==> config.mk <==
export PLATFORM = sky130hd
export DESIGN_NAME = acc_conversion_control
export DESIGN_NICKNAME = d
export VERILOG_FILES = /design/src/acc_pkg.sv /design/src/acc_conversion_control.sv
export SDC_FILE = /design/constraint.sdc
export NUM_CORES = 1
export LEC_CHECK = 0
export ABC_AREA = 1
export BUFFER_PORTS_ARGS = -buffer_cell sky130_fd_sc_hd__buf_2
export CAP_MARGIN = 10
export CELL_PAD_IN_SITES_DETAIL_PLACEMENT = 1
export CELL_PAD_IN_SITES_GLOBAL_PLACEMENT = 1
export CORE_AREA = 2 2 125 91
export DETAILED_ROUTE_END_ITERATION = 10
export DIE_AREA = 0 0 127 93
export GPL_TIMING_DRIVEN = 1
export PLACE_DENSITY_LB_ADDON = 0.05
export SLEW_MARGIN = 5
export SYNTH_ARGS = -nofsm -noshare
export SYNTH_HDL_FRONTEND = slang
export SYNTH_SLANG_ARGS = --single-unit
export TNS_END_PERCENT = 20
==> constraint.sdc <==
create_clock -name core_clk -period 4.5 [get_ports core_clk]
set_clock_uncertainty 0.1 [all_clocks]
set_input_delay 0.675 -clock core_clk [delete_from_list [all_inputs] [get_ports core_clk]]
set_output_delay 0.675 -clock core_clk [all_outputs]
set_load 0.01 [all_outputs]
==> src/acc_pkg.sv <==
// holds constants, register map and state type of the conversion control block
// assumes a 40 MHz core clock and an AHB-Lite master that issues single word transfers
// Operation
// any write to status_control_one aborts a running conversion and starts anew unless channel all ones; code starts anew only while trigger select is zero
// done flag at bit 7 sets at every conversion end while compare is off
// with compare on, done flag sets only when the compare holds
// done flag clears on write to status_control_one and on reading result_low_byte
// done flag is read-only; written values at its position are ignored
// interrupt asserted while done flag is set and interrupt enable bit 6 is one
// continuous bit 5 clear: one conversion per write or per trigger event
// continuous bit set: back-to-back conversions after write or trigger event
// channel field bits 4:0; 0-27 inputs, 29 high ref, 30 low ref, 28 reserved
// channel code all ones turns converter off, stops continuous with no extra conversion
// single mode returns converter to low power after each conversion by itself
// active flag bit 7 of second register set at start, cleared at end or abort
// trigger select bit 6: zero starts on writes, one on hardware trigger input
// compare enable bit 5 switches automatic compare of each result on or off
// bit 4 compare sense: zero means result below value, one means at or above
// software writes zero to reserved bits 1 and 0 of the second register
// result registers load at every conversion end unless compare is on and fails
// in 10-bit mode a high byte read blocks result loads until low byte read
// in hardware trigger mode a periodic wakeup overflow starts a conversion
// after reset channel field all ones, other bits and second register zero
package acc_pkg;
  // register byte offsets
  localparam logic [4:0] OFF_SC1 = 5'h00;
  localparam logic [4:0] OFF_SC2 = 5'h04;
  localparam logic [4:0] OFF_RESH = 5'h08;
  localparam logic [4:0] OFF_RESL = 5'h0C;
  localparam logic [4:0] OFF_CMPH = 5'h10;
  localparam logic [4:0] OFF_CMPL = 5'h14;
  localparam logic [4:0] OFF_CFG = 5'h18;
  localparam int ADDR_W = 5;
  // field positions
  localparam int BIT_DONE = 7;
  localparam int BIT_IRQEN = 6;
  localparam int BIT_CONT = 5;
  localparam int BIT_ACTIVE = 7;
  localparam int BIT_TRIG = 6;
  localparam int BIT_CMPEN = 5;
  localparam int BIT_CMPGE = 4;
  localparam int CFG_MODE_LO = 2;
  // channel codes
  localparam logic [4:0] CH_OFF = 5'h1F;
  localparam logic [4:0] CH_RESERVED = 5'h1C;
  localparam logic [4:0] CH_RESET = CH_OFF;
  localparam logic [1:0] MODE_10BIT = 2'h2;
  // timing
  localparam int CLK_PERIOD_NS = 25;
  localparam int CONV_TIME_NS = 2000;
  localparam int CONV_CYCLES = (CONV_TIME_NS + CLK_PERIOD_NS - 1) / CLK_PERIOD_NS;
  localparam int CNT_W = 16;
  // bus answers
  localparam logic HRESP_OKAY = 1'b0;
  localparam logic [31:0] RD_ZERO = 32'h0000_0000;

  typedef struct packed {
    logic power;
    logic [4:0] channel;
    logic reservedChannel;
  } accConvCtl_t;

  typedef struct packed {
    logic doneFlag;
    logic irqEnable;
    logic contSelect;
    logic [4:0] channel;
    logic active;
    logic trigSrc;
    logic cmpEnable;
    logic cmpAtOrAbove;
    logic [9:0] cmpVal;
    logic [1:0] mode;
    logic [1:0] resHigh;
    logic [7:0] resLow;
    logic interlock;
    logic contRun;
    logic [CNT_W-1:0] cnt;
    logic [2:0] sync;
    logic trigStable;
    logic dpWrite;
    logic [ADDR_W-1:0] dpAddr;
    logic [31:0] hrdata;
  } accState_t;
endpackage

==> src/acc_conversion_control.sv <==
// conversion control and status with AHB-Lite register slave
// assumes convData from the analog core is stable at conversion end, same clock
`timescale 1ns/100ps
`default_nettype none
module acc_conversion_control #(
  parameter int CONV_CYCLES = acc_pkg::CONV_CYCLES
) (
  input wire logic core_clk,
  input wire logic rstn,
  input wire logic hsel,
  input wire logic [31:0] haddr,
  input wire logic [1:0] htrans,
  input wire logic hwrite,
  input wire logic [2:0] hsize,
  input wire logic [31:0] hwdata,
  input wire logic hready,
  output logic hreadyout,
  output logic hresp,
  output logic [31:0] hrdata,
  input wire logic hwTriggerInput,
  input wire logic [9:0] convData,
  output acc_pkg::accConvCtl_t convCtl,
  output logic doneIrq
);
  acc_pkg::accState_t s;
  acc_pkg::accState_t next_s;
  logic take;
  logic wrSc1;
  logic trigEvt;
  logic done;
  logic cmpOk;
  logic startNow;
  logic [9:0] value;
  logic [9:0] cmpRef;

  function automatic logic [31:0] readMux(input acc_pkg::accState_t st, input logic [acc_pkg::ADDR_W-1:0] a);
    logic [31:0] d;
    d = acc_pkg::RD_ZERO;
    unique case (a)
      acc_pkg::OFF_SC1: d[7:0] = {st.doneFlag, st.irqEnable, st.contSelect, st.channel};
      acc_pkg::OFF_SC2: d[7:0] = {st.active, st.trigSrc, st.cmpEnable, st.cmpAtOrAbove, 4'h0};
      acc_pkg::OFF_RESH: d[1:0] = st.resHigh;
      acc_pkg::OFF_RESL: d[7:0] = st.resLow;
      acc_pkg::OFF_CMPH: d[1:0] = st.cmpVal[9:8];
      acc_pkg::OFF_CMPL: d[7:0] = st.cmpVal[7:0];
      acc_pkg::OFF_CFG: d[3:2] = st.mode;
      default: d = acc_pkg::RD_ZERO;
    endcase
    return d;
  endfunction

  function automatic logic isAddr(input logic [acc_pkg::ADDR_W-1:0] a, input logic [acc_pkg::ADDR_W-1:0] b);
    return a == b;
  endfunction

  always_comb begin
    next_s = s;
    startNow = 1'b0;
    done = 1'b0;
    trigEvt = 1'b0;
    // trigger pin: three stages, change counts when last two agree
    next_s.sync = {s.sync[1:0], hwTriggerInput};
    if (s.sync[2] == s.sync[1]) begin
      trigEvt = s.sync[2] & ~s.trigStable;
      next_s.trigStable = s.sync[2];
    end
    // data phase write
    wrSc1 = s.dpWrite & isAddr(s.dpAddr, acc_pkg::OFF_SC1);
    if (s.dpWrite) begin
      unique case (s.dpAddr)
        acc_pkg::OFF_SC1: begin
          next_s.irqEnable = hwdata[acc_pkg::BIT_IRQEN];
          next_s.contSelect = hwdata[acc_pkg::BIT_CONT];
          next_s.channel = hwdata[4:0];
          // done bit of hwdata deliberately unused
        end
        acc_pkg::OFF_SC2: begin
          next_s.trigSrc = hwdata[acc_pkg::BIT_TRIG];
          next_s.cmpEnable = hwdata[acc_pkg::BIT_CMPEN];
          next_s.cmpAtOrAbove = hwdata[acc_pkg::BIT_CMPGE];
        end
        acc_pkg::OFF_CMPH: next_s.cmpVal[9:8] = hwdata[1:0];
        acc_pkg::OFF_CMPL: next_s.cmpVal[7:0] = hwdata[7:0];
        acc_pkg::OFF_CFG: next_s.mode = hwdata[acc_pkg::CFG_MODE_LO +: 2];
        default: next_s.mode = next_s.mode;
      endcase
    end
    // address phase
    take = hsel & hready & htrans[1];
    next_s.dpWrite = take & hwrite;
    next_s.dpAddr = haddr[acc_pkg::ADDR_W-1:0];
    next_s.hrdata = (take & ~hwrite) ? readMux(next_s, haddr[acc_pkg::ADDR_W-1:0]) : acc_pkg::RD_ZERO;
    if (take & ~hwrite) begin
      if (isAddr(haddr[acc_pkg::ADDR_W-1:0], acc_pkg::OFF_RESL)) begin
        next_s.doneFlag = 1'b0;
        next_s.interlock = 1'b0;
      end
      if (isAddr(haddr[acc_pkg::ADDR_W-1:0], acc_pkg::OFF_RESH) && s.mode == acc_pkg::MODE_10BIT) begin
        next_s.interlock = 1'b1;
      end
    end
    // compare of the fresh result
    value = (s.mode == acc_pkg::MODE_10BIT) ? convData : {2'h0, convData[9:2]};
    cmpRef = (s.mode == acc_pkg::MODE_10BIT) ? s.cmpVal : {2'h0, s.cmpVal[7:0]};
    cmpOk = s.cmpAtOrAbove ? (value >= cmpRef) : (value < cmpRef);
    if (wrSc1) begin
      next_s.doneFlag = 1'b0;
      next_s.active = 1'b0;
      next_s.contRun = 1'b0;
      next_s.cnt = '0;
      if (!s.trigSrc && hwdata[4:0] != acc_pkg::CH_OFF) begin
        startNow = 1'b1;
      end
    end else begin
      if (s.active) begin
        if (s.cnt == acc_pkg::CNT_W'(CONV_CYCLES - 1)) begin
          done = 1'b1;
          next_s.active = 1'b0;
          next_s.cnt = '0;
        end else begin
          next_s.cnt = s.cnt + 1'b1;
        end
      end
      if (done) begin
        if (!s.cmpEnable || cmpOk) begin
          next_s.doneFlag = 1'b1;
          if (!next_s.interlock) begin
            next_s.resHigh = (s.mode == acc_pkg::MODE_10BIT) ? convData[9:8] : 2'h0;
            next_s.resLow = value[7:0];
          end
        end
        if (s.contSelect && s.channel != acc_pkg::CH_OFF && (!s.trigSrc || s.contRun)) begin
          startNow = 1'b1;
        end
      end
      if (trigEvt && s.trigSrc && !s.active && s.channel != acc_pkg::CH_OFF) begin
        startNow = 1'b1;
        next_s.contRun = s.contSelect;
      end
    end
    if (startNow) begin
      next_s.active = 1'b1;
      next_s.cnt = '0;
    end
  end

  always_ff @(posedge core_clk or negedge rstn) begin
    if (!rstn) begin
      s <= '0;
      s.channel <= acc_pkg::CH_RESET;
    end else begin
      s <= next_s;
    end
  end

  assign hreadyout = 1'b1;
  assign hresp = acc_pkg::HRESP_OKAY;
  assign hrdata = s.hrdata;
  assign doneIrq = s.doneFlag & s.irqEnable;
  assign convCtl.power = s.active;
  assign convCtl.channel = s.channel;
  assign convCtl.reservedChannel = (s.channel == acc_pkg::CH_RESERVED);
endmodule // acc_conversion_control
`default_nettype wire

==> metrics.yaml <==
syn-cell-area_mm2: 0.00416
period_share_pct: 74.3
grt_antenna_before_repair: 0
clk_latency_ps: 340
mostFrequentLayoutCell: "nand2_1"
dp_hpwl_um: 9080
post_cts_resized: 0
critical_path_class: "flop to flop"
synth_edf_count: 0
grt_max_degree: 40
power.density_mw_per_mm2: 431
grt-ovfl-total: 0
ys_seq_area_share_pct: 42.3
synthCells: 538
cts_buffers: 9
slew_headroom_pct: 40.0
clock_tree.root_cell: "clkbuf_16"
end_kind: "flop"
io_pins: 127
final_core_util_pct: 43.6
tns_ps: 0
clock_sinks: 70
netlist.area_leader.share_pct: 39.1
hold_path_class: "flop to flop"
ys_async_sr_fraction_pct: 100
core_mm2: 0.0107
start_util_pct: 39.1
holdBufCountCts: 0
worstReg2RegStart: "s[71]"
antenna_left: 0
multi_input_area_mm2: 0.00188
globalplace.congestion: 0.845
die_h_um: 93
regArea_mm2: 0.00176
grt_pass1_wl_um: 18800
die_x_um: 127
layout_common_cells: "nand2_1, dfrtp_1, inv_1"
ir_drop_mv: 0.177
postCtsSetupBuffers: 0
crit_required_ps: 4620
maxCapViolCount: 0
worst_pin_slew_ps: 897
path_clk_slew_ps: 50
synthTopCellsByArea: "dfrtp_1, nand2_1, buf_4"
hold_violations: 0
clockBufferDepth: 2
yosysUniqueCellTypes: 39
finalSetupViolCount: 0
rows: 32
critPathLaunch: "s[71]"
vias_per_cell: 4.99
port_buffers: 45
grt_usage_pct: 20.9
syn_area_per_cell_um2: 7.73
synth_seq_cells: 70
drt_wl_total_um: 11500
drc: 0
drv_slew: 0
diodes: 0
cts_max_level: 3
synth_area_leader_cell: "dfrtp_1"
cp.arrival_ps: 3470
grt_pass1_vias: 3570
drtIter0Drc: 181
place_ws_ps: 1170
nets: 666
rsz0062_at_grt: "false"
drive_above_1_share_pct: 17.0
num-fill-cells: 1348
fin_crit_ps: 3340
hold_start: "next_s[40]"
syn_to_final_growth_pct: 11.6
leakage_nw: 2.42
num_vias: 3551
ys_warn_count: 0
drtPass1Iterations: 4
layout_setup_ws_ps: 1160
cp-start-kind: "flop"
die_area_mm2: 0.0118
tritoncts: "done"
max_freq_mhz: 299
synth_ff_type: "dfrtp_1"
whs_ps: 259
outcome: "finished clean"
cp_max_fo: 12
wl_per_cell_um: 16.2
-- where the power goes --
| part | internal [W] | switching [W] | leakage [nW] |
|---|---|---|---|
| Clock | 0.000572 | 0.000259 | 0.170 |
| Sequential | 0.000703 | 0.0000717 | 0.870 |
| Combinational | 0.000130 | 0.000265 | 1.38 |
| Total | 0.00141 | 0.000596 | 2.42 |
-- flip-flops by register name, indices dropped and copies added, names as in the netlist --
register	flops
s	54
hrdata	8
next_s	2
convCtl	6
-- through the flow --
step,instances,total power [W],cell area (um^2)
2_1_floorplan,562,0.00106,4250
5_1_grt,711,0.00211,4640
4_1_cts,711,0.00202,4640
3_3_place_gp,695,0.00116,4290
3_5_place_dp,695,0.00117,4290
6_report,711,0.00200,4640
-- worst max-delay path, cell delays in order (launching register included) --
cell and delay [ps]:
dfrtp_1 330, inv_1 60, nor2_1 590, inv_2 210, nand2_1 100, o21ai_0 150
ha_1 340, nand2_1 70, nor2_1 200, nand3_1 110, nand3_1 90, nand2_1 50
nand3_1 400, nand3_4 230, nand2_1 130, nand2_1 50
-- cells in the mapped netlist (2+ instances only) --
| library cell | instances |
|---|---|
| nand2_1 | 144 |
| dfrtp_1 | 65 |
| inv_1 | 53 |
| nor2_1 | 43 |
| buf_4 | 41 |
| nand3_1 | 34 |
| nand4_1 | 20 |
| o21ai_0 | 18 |
| ha_1 | 11 |
| inv_2 | 11 |
| a21oi_1 | 9 |
| o21ai_1 | 9 |
| o22ai_1 | 9 |
| xor2_1 | 8 |
| nor3_1 | 7 |
| buf_2 | 5 |
| dfstp_2 | 5 |
| nor2_2 | 5 |
| nand2_2 | 4 |
| nor3_2 | 4 |
| o21a_1 | 4 |
| nor2_4 | 3 |
| nor4_1 | 3 |
| or2_1 | 3 |
| a21oi_2 | 2 |
| a22o_1 | 2 |
| buf_6 | 2 |
| clkinv_1 | 2 |
| conb_1 | 2 |
-- layer usage --
metal / up-vias / global-route usage [%] / wire, um
li1: 1736 / - / -
met1: 1709 / 31.8 / 6140
met2: 95 / 30.0 / 4660
met3: 11 / 5.43 / 608
met4: 0 / 3.94 / 125
met5: - / 0 / 0
-- cell type report --
class,count,area share [%]
Sequential cell,70,37.9
Multi-Input combinational cell,376,40.5
Clock inverter,3,1.94
Clock buffer,13,5.60
Tap cell,136,3.66
Inverter,67,5.44
Timing Repair Buffer,46,5.01
-- cells by family after synthesis --
family | after synthesis | share of synthesized area [%]
simple gates | 275 | 30.0
fa+ha+maj | 11 | 3.31
other cells | 2 | 0.181
buf+inv | 116 | 14.7
compound gates | 55 | 7.64
flops | 70 | 42.3
xor+xnor | 9 | 1.89
-- path summary, 6_finish.rpt --
kind / endpoint / slack [ps] / depth (start not counted)
worst max-delay path: s[64] / 1160 / 15
worst min-delay path: next_s[41] / 260 / 0
worst max register to register: s[64] / 1160 / 15
worst min register to register: next_s[41] / 260 / 0
max in group asynchronous: convCtl[3] / 3000 / 2
min in group asynchronous: hrdata[6] / 300 / 1
(Power assumes the default switching activity.)
